### config.mk
export PLATFORM = sky130hd
export DESIGN_NAME = echo_buffer
export DESIGN_NICKNAME = d
export VERILOG_FILES = /design/src/core/status_pkg.sv /design/src/core/echo_buffer.sv
export SDC_FILE = /design/constraint.sdc
export NUM_CORES = 1
export LEC_CHECK = 0
export BUFFER_PORTS_ARGS = -buffer_cell sky130_fd_sc_hd__buf_2
export CAP_MARGIN = 20
export CORE_MARGIN = 1.5
export CORE_UTILIZATION = 53
export DETAILED_ROUTE_END_ITERATION = 10
export PLACE_DENSITY = 0.78
export SLEW_MARGIN = 5
export SYNTH_ARGS = -nofsm -noshare
export SYNTH_HDL_FRONTEND = slang
export SYNTH_SLANG_ARGS = --single-unit
export TNS_END_PERCENT = 10
### constraint.sdc
create_clock -name clk -period 1.9 [get_ports clk]
set_input_delay 0.19 -clock clk [delete_from_list [all_inputs] [get_ports clk]]
set_output_delay 0.19 -clock clk [all_outputs]
set_load 0.01 [all_outputs]
### src/core/status_pkg.sv
// Types shared by the status indicator and loopback test block
package status_pkg;

	typedef enum logic [1:0] {TEST_LOCAL, TEST_TERMINAL, TEST_REMOTE, TEST_SYSTEM} test_kind_type;

	typedef enum logic [1:0] {MODE_RESET, MODE_CONFIG, MODE_RUN} panel_mode_type;

	typedef struct packed {
		test_kind_type kind;
		logic [3:0] chan;
	} test_cmd_type;

	typedef struct packed {
		logic [3:0] chan;
		logic [7:0] data;
		logic brk;
	} rx_char_type;

	typedef struct packed {
		logic [3:0] chan;
		logic [7:0] data;
		logic service;
	} tx_char_type;

	typedef struct packed {
		logic active_led;
		logic unused_led;
		logic channel_loop_led;
		logic checksum_fault_led;
		logic link_fault_led;
		logic buffer_overflow_led;
		logic self_test_fail_led;
		logic link_down_led;
	} system_leds_type;

endpackage

### src/core/echo_buffer.sv
// Two-entry buffer on the path back to the terminal
`timescale 1ns/1ps
module echo_buffer (
	input wire logic clk,
	input wire logic srst,
	input wire logic in_valid,
	output logic in_ready,
	input status_pkg::tx_char_type in_data,
	output logic out_valid,
	input wire logic out_ready,
	output status_pkg::tx_char_type out_data
);
	import status_pkg::*;

	tx_char_type mem_reg [2];
	tx_char_type mem_next [2];
	logic wr_reg;
	logic wr_next;
	logic rd_reg;
	logic rd_next;
	logic [1:0] count_reg;
	logic [1:0] count_next;
	logic push;
	logic pop;

	assign in_ready = (count_reg != 2'h2);
	assign out_valid = (count_reg != 2'h0);
	assign push = in_valid & in_ready;
	assign pop = out_valid & out_ready;
	assign out_data = mem_reg[rd_reg];

	always_comb begin
		mem_next = mem_reg;
		wr_next = wr_reg;
		rd_next = rd_reg;
		count_next = count_reg;
		if (push) begin
			mem_next[wr_reg] = in_data;
			wr_next = ~wr_reg;
		end
		if (pop) begin
			rd_next = ~rd_reg;
		end
		if (push && !pop) begin
			count_next = count_reg + 2'h1;
		end else if (pop && !push) begin
			count_next = count_reg - 2'h1;
		end
	end

	always_ff @(posedge clk) begin
		if (srst) begin
			mem_reg[0] <= '0;
			mem_reg[1] <= '0;
			wr_reg <= 1'b0;
			rd_reg <= 1'b0;
			count_reg <= 2'h0;
		end else begin
			mem_reg <= mem_next;
			wr_reg <= wr_next;
			rd_reg <= rd_next;
			count_reg <= count_next;
		end
	end
endmodule

; Word level (Yosys, flattened, before mapping)
; Index checks and enable logic that the tools add are counted.
[totals]
regBits = 30
in_bits = 17
[op_classes]
n_addsub = 2
order_cmp = 3
eq_ne = 1
n_mux = 8
bitwise_logic = 6
n_reduce_logical = 7
[ops]
columns = op, count
row1 = $mux 13, 4
row2 = $bwmux 26, 1
row3 = $demux 13 s1, 1
row4 = $ge 2x2->1 const B, 2
row5 = $mux 2, 2
row6 = $not 1->2, 2
row7 = $reduce_bool 2->1, 2
row8 = $logic_and 1x1->1, 3
row9 = $add 2x1->2 const B, 1
row10 = $and 1x1->1, 2
row11 = $logic_not 1->1, 2
row12 = $lt 2x1->1 const B, 1
row13 = $ne 2x2->1 const B, 1
row14 = $not 1->1, 2
row15 = $sub 2x1->2 const B, 1

; Depth between registers and ports, before layout
; Gate-level depths: netlist (run 1).
[depth]
word_depth = 6
mapped_depth = 7
depth_no_buf = 6

; Least setup slack after synthesis (run 1)
; No wires, ideal clock.
[synth_timing]
kind = register -> register
start = register count_reg[1]
end = register count_reg[1]
setup_time_ns = 0.070
arrival_ns = 1.649
required_time_ns = 1.830
setup_slack_ns = 0.181
path_stages_with_launch = 7
period_less_slack_ns = 1.719
cell_sequence = dfxtp_1 nor2b_4 clkbuf_1 nor2_1 ha_1 or3_1 a21oi_1
[synth_via]
elab_chain_cells = 5
word_cells_on_any_way = 13
cone_classes = add/sub: 2 / eq/ne: 1 / mux: 2 / bitwise: 2 / reduce/logical: 6
[synth_rtl]
columns = element, line
row1 = "start, declared", echo_buffer.sv:21  ; logic [1:0] count_reg;
row2 = "start signal, assigned", echo_buffer.sv:62  ; count_reg <= count_next;
row3 = $ne 2x2->1 (*), echo_buffer.sv:26  ; assign in_ready = (count_reg != 2'h2);
row4 = $and 1x1->1 (*), echo_buffer.sv:28  ; assign push = in_valid & in_ready;
row5 = via push, echo_buffer.sv:23  ; logic push;
row6 = $logic_not 1->1, echo_buffer.sv:46  ; end else if (pop && !push) begin
row7 = $logic_and 1x1->1, echo_buffer.sv:46
row8 = $reduce_bool 2->1 (no source line), n/a
; The timed path passes the listed nets; every way through them passes the cells marked *. The select of a mux whose other input is x is not followed.
; A chain may end at the register's enable or synchronous reset.

==> results of run 1 <==
==> per-layer routing <==
layer | wire (um) | part of all wire | track usage
met1 | 1290 | 0.44 | 0.250
met2 | 1410 | 0.48 | 0.347
met3 | 195 | 0.067 | 0.0968
met4 | 27 | 0.0092 | 0.114
met5 | 0 | 0 | 0
==> cells in the final DEF, fill, tap and decap left out, drive strengths merged <==
master  count
a21oi       2
buf        35
clkbuf      6
dfxtp      30
ha          1
inv         2
mux2       13
mux2i      13
nand2b     28
nand3       1
nor2        3
nor2b      14
o21ai      29
or2         1
or3         1
xor2        3
==> worst max-delay path by stage <==
stage                   end  cells after the start
6_report        out_data[6]                      3
3_3_place_gp   count_reg[1]                      4
2_1_floorplan  count_reg[1]                      6
4_1_cts         out_data[6]                      3
5_1_grt         out_data[6]                      3
3_5_place_dp   count_reg[1]                      4
==> logic make-up after synthesis <==
family                   Yosys count  synth area share
XOR/XNOR                           3            0.0182
AO/OA/AOI/OAI                     31             0.107
adder cells (fa/ha/maj)            1           0.00866
buffers and inverters             11            0.0373
multiplexers                      26             0.192
flip-flops                        30             0.416
AND/OR/NAND/NOR                   48             0.221
==> critical path: stages (launching register included) <==
cell,delay (ns)
dfxtp_1,0.50
buf_4,0.22
mux2_2,0.34
buf_2,0.14
==> per-stage QoR <==
stage	cells	utilization	power (uW)	worst slack [ns]	cell area, sq um
floorplan	150	-	1230	0.181	1440
global placement	206	0.643	1410	0.406	1620
detailed placement	206	0.643	1430	0.290	1620
CTS	212	0.664	1800	0.180	1670
global route	212	0.664	1910	0.111	1670
finish	212	0.664	1790	0.192	1670
==> power by group <==
group	leakage (uW)	switching [uW]	internal [uW]	total, uW
clock network	0.0000302	204	166	371
logic	0.000514	321	303	624
registers	0.000245	75.5	720	796
total	0.000789	601	1190	1790
==> area by class of cell <==
cell class,instances,area share
clock buffer,6,0.0306
sequential,30,0.359
tap,30,0.0224
multi-input combinational,109,0.472
inverter,2,0.00598
timing repair buffer,35,0.111
==> flow_metrics.py, run 1 <==
metrics = {
    "timing": {
        "finalMaxSlewViolations": 0,
        "rsz0062_at_grt": "no",
        "setup_viol": 0,
        "finalCriticalPeriod_ns": 1.71,
        "fin_tns_setup_ns": 0,
        "slew_headroom": 0.591,
        "fin_crit_sh": 0.899,
        "skew_ns": 0.00681,
        "worst_slew_pin_slew_ns": 0.613,
        "finalHoldViolCount": 0,
        "whs_ns": 0.136,
        "fmax_ghz": 0.585,
    },
    "status": {
        "status": "finished clean",
    },
    "cts": {
        "cts.clk_slew.worst_paths_ns": 0.09,
        "cts_buffer_depth": 2,
        "clk_latency_ns": 0.32,
        "cts-resized-gates": 0,
        "cts_sinks": 30,
        "root_buffer": "clkbuf_4",
        "cts_hold_buf": 0,
        "numCtsBuffers": 5,
        "cts_tree": "built",
        "htree_levels": 2,
        "cts_setup_buffers": 0,
    },
    "finish": {
        "multi_input_area_sq_um": 790,
        "syn2layout_area_growth_pct": 15.9,
        "drive_gt1_frac": 0.324,
        "finalNetCount": 201,
        "final-seq-area_sq_um": 601,
        "largest_register_ffs": 26,
        "nFillCells": 214,
        "diodes": 0,
    },
    "global_route": {
        "grt_start_max_net_pins": 44,
        "grt_antenna_before_repair": 0,
        "grt_pass1_wl_um": 4510,
        "grt.total_usage": 0.220,
        "overflow": 0,
        "grt_pass1_vias": 1083,
    },
    "logic_synthesis": {
        "syn_avg_cell_area_sq_um": 9.63,
        "synthTopCellsByCount": "dfxtp_1 (30), nand2b_1 (27), o21ai_0 (27)",
        "syn-cell-area_sq_mm": 0.00144,
        "synth_fp_nets": 168,
        "synth_top_cells_by_area": "dfxtp_1 (42%), nand2b_1 (12%), mux2_2 (10%)",
        "yosysMostFrequentCell": "dfxtp_1",
        "netlist.area_leader.share": 0.416,
        "synth_ff_type": "dfxtp_1",
        "syn_inst": 150,
        "yosysSeqAreaShare": 0.416,
        "synth_edf_count": 0,
        "yosysWarnings": 0,
        "synth_top_area_cell": "dfxtp_1",
        "synth_async_sr_flop_share": 0,
        "ys_types": 21,
        "synth_seq_cells": 30,
    },
    "worst_setup_path": {
        "cp-startpoint": "rd_reg",
        "reg2reg_from": "count_reg[0]",
        "start_kind": "flip-flop",
        "r2r_setup_slack_ns": 0.30,
        "r2r_cells": 4,
        "critPathMaxFanout": 6,
        "cp.required_ns": 1.71,
        "r2r-end": "count_reg[1]",
        "cp.arrival_ns": 1.52,
        "cp-end-kind": "output pin",
        "critical_path_class": "reg -> out",
    },
    "route": {
        "drt-initial-drc-count": 24,
        "vias": 1143,
        "antenna_left": 0,
        "drt-total-wl_um": 2920,
        "drtPass1Iterations": 6,
        "wire_per_inst_um": 13.8,
        "drc": 0,
        "routed_via_density": 5.39,
    },
    "min_path": {
        "min_from": "in_data[2]",
        "hold_class": "in -> reg",
        "holdPathStages": 3,
        "holdPathEnd": "mem_reg[2]",
    },
    "power_and_ir_drop": {
        "leakage_uw": 0.000789,
        "power_density_mw_per_mm2": 1070,
        "worst_ir_drop_vdd_v": 0.000800,
    },
    "job": {
        "max-cap-violations": 0,
    },
    "floorplan": {
        "ios": 32,
        "die_h_um": 55.2,
        "core_area_sq_mm": 0.00252,
        "core.rowCount": 18,
        "die_area_sq_mm": 0.00305,
        "fp.dieW_um": 55.2,
        "initial_core_util": 0.572,
    },
    "placement": {
        "dpl.hpwl_um": 1920,
        "io_buffers": 31,
        "gp_congestion": 0.713,
    },
}
Note: power is estimated with default switching activity, not from simulation.
==> inputs of run 2 (changes only) <==
--- a/config.mk
+++ b/config.mk
@@ -5,12 +5,12 @@
 export SDC_FILE = /design/constraint.sdc
 export NUM_CORES = 1
 export LEC_CHECK = 0
-export BUFFER_PORTS_ARGS = -buffer_cell sky130_fd_sc_hd__buf_2
 export CAP_MARGIN = 20
 export CORE_MARGIN = 1.5
-export CORE_UTILIZATION = 53
+export CORE_UTILIZATION = 61
 export DETAILED_ROUTE_END_ITERATION = 10
-export PLACE_DENSITY = 0.78
+export DONT_BUFFER_PORTS = 1
+export PLACE_DENSITY = 0.77
 export SLEW_MARGIN = 5
 export SYNTH_ARGS = -nofsm -noshare
 export SYNTH_HDL_FRONTEND = slang
==> flow_metrics.py, run 2 (synthesis results as in run 1) <==
metrics = {
    "global_route": {
        "grt_antenna_before_repair": 0,
        "grt_pass1_vias": 983,
        "grt_pass1_wl_um": 4290,
        "grt_start_max_net_pins": 41,
        "grt.total_usage": 0.227,
        "overflow": 0,
    },
    "cts": {
        "root_buffer": "clkbuf_4",
        "clk_latency_ns": 0.33,
        "cts_sinks": 30,
        "cts.clk_slew.worst_paths_ns": 0.09,
        "htree_levels": 2,
        "cts_setup_buffers": 0,
        "cts_tree": "built",
        "numCtsBuffers": 5,
        "cts_buffer_depth": 2,
    },
    "placement": {
        "place_area_sq_mm": 0.00146,
        "gp_congestion": 0.684,
        "io_buffers": 0,
        "dpl.hpwl_um": 1730,
    },
    "finish": {
        "final_cell_area_sq_mm": 0.00153,
        "largest_register_ffs": 26,
        "finalNetCount": 170,
        "drive_gt1_frac": 0.183,
        "final_common_cell": "dfxtp_1",
        "nFillCells": 183,
        "syn2layout_area_growth_pct": 5.81,
        "layout_common_cells": "dfxtp_1 (30), o21ai_0 (27), nand2b_1 (27)",
        "diodes": 0,
    },
    "route": {
        "drt-initial-drc-count": 12,
        "vias": 1015,
        "drc": 0,
        "drtPass1Iterations": 4,
        "antenna_left": 0,
        "routed_via_density": 5.61,
        "wire_per_inst_um": 15.0,
        "drt-total-wl_um": 2710,
    },
    "floorplan": {
        "die_area_sq_mm": 0.00267,
        "initial_core_util": 0.646,
        "core_area_sq_mm": 0.00223,
        "die_h_um": 51.7,
        "ios": 32,
        "fp.dieW_um": 51.7,
        "core.rowCount": 17,
    },
    "timing": {
        "finalHoldViolCount": 0,
        "fin_tns_setup_ns": 0,
        "finalMaxSlewViolations": 0,
        "fmax_ghz": 0.625,
        "slew_headroom": 0.809,
        "finalCriticalPeriod_ns": 1.60,
        "rsz0062_at_grt": "no",
        "skew_ns": 0.00895,
        "setup_viol": 0,
        "worst_slew_pin_slew_ns": 0.283,
        "fin_crit_sh": 0.843,
    },
    "power_and_ir_drop": {
        "power_switching_uw": 581,
        "pwr-share-comb": 0.320,
        "seqPwrFrac": 0.452,
        "switching_share": 0.338,
        "p_clk_frac": 0.228,
        "power_density_mw_per_mm2": 1130,
        "worst_ir_drop_vdd_v": 0.000843,
        "leakage_uw": 0.000655,
        "internal_power_uw": 1140,
    },
    "worst_setup_path": {
        "critical_path_class": "reg -> reg",
        "critPathMaxFanout": 5,
        "cp-end-kind": "flip-flop",
        "start_kind": "flip-flop",
        "cp.arrival_ns": 1.86,
        "cp.required_ns": 2.16,
    },
    "status": {
        "status": "finished clean",
    },
    "min_path": {
        "hold_class": "in -> reg",
    },
    "job": {
        "max-cap-violations": 0,
    },
}
[run 2: cell types whose count changed in the layout (fill, tap and decap cells not counted)]
cell / before / now
clkinv_2: 0 / 1
clkbuf_1: 0 / 1
buf_4: 4 / 3
dlygate4sd3_1: 0 / 1
buf_2: 31 / 0
[run 2: critical path: stages, from the launching register on]
cell and delay, ns:
dfxtp_1 0.38, o21ai_0 0.29, ha_1 0.33, or3_1 0.40, a21oi_1 0.14
[run 2: layout make-up]
| type | count | area (sq um) | area share |
|---|---|---|---|
| multi-input combinational | 109 | 790 | 0.517 |
| sequential | 30 | 601 | 0.393 |
| clock buffer | 7 | 55.1 | 0.0360 |
| tap | 28 | 35.0 | 0.0229 |
| timing repair buffer | 4 | 32.5 | 0.0213 |
| inverter | 2 | 10.0 | 0.00655 |
| clock inverter | 1 | 5.00 | 0.00328 |
[run 2: power by group through the flow]
stage | registers, uW | logic, uW | clock network [uW]
6_report | 778 | 550 | 393
5_1_grt | 790 | 598 | 443
4_1_cts | 778 | 552 | 402
3_5_place_dp | 792 | 538 | 0
3_3_place_gp | 784 | 527 | 0
2_1_floorplan | 786 | 446 | 0
[run 2: final timing paths]
check,startpoint,end,slack (ns),cells past startpoint
hold reg to reg,mem_reg[3],mem_reg[3],0.48,2
setup reg to reg,count_reg[0],count_reg[1],0.30,4
hold / removal,in_data[1],mem_reg[14],0.03,2
setup / recovery,count_reg[0],count_reg[1],0.30,4
[run 2: repair_timing]
| item | in CTS | in global routing |
|---|---|---|
| hold buffers | 1 | 0 |
| resized for setup | 0 | 0 |
| setup endpoints to repair | 0 | 0 |
| hold endpoints to repair | 4 | 0 |
[run 2: metrics by stage]
stage	hold slack, ns	utilization	setup slack, ns	total power, uW	instances
finish	0.0304	0.684	0.299	1720	181
global route	0.0124	0.684	0.180	1830	181
CTS	0.0264	0.684	0.292	1730	181
detailed placement	0.265	0.653	0.346	1330	172
global placement	0.262	0.653	0.412	1310	172
floorplan	0.357	-	0.181	1230	150
[run 2: routing by layer]
metal	share of wire	GRT usage
met1	0.45	0.260
met5	0	0
met2	0.48	0.374
met3	0.055	0.0920
met4	0.016	0.0965
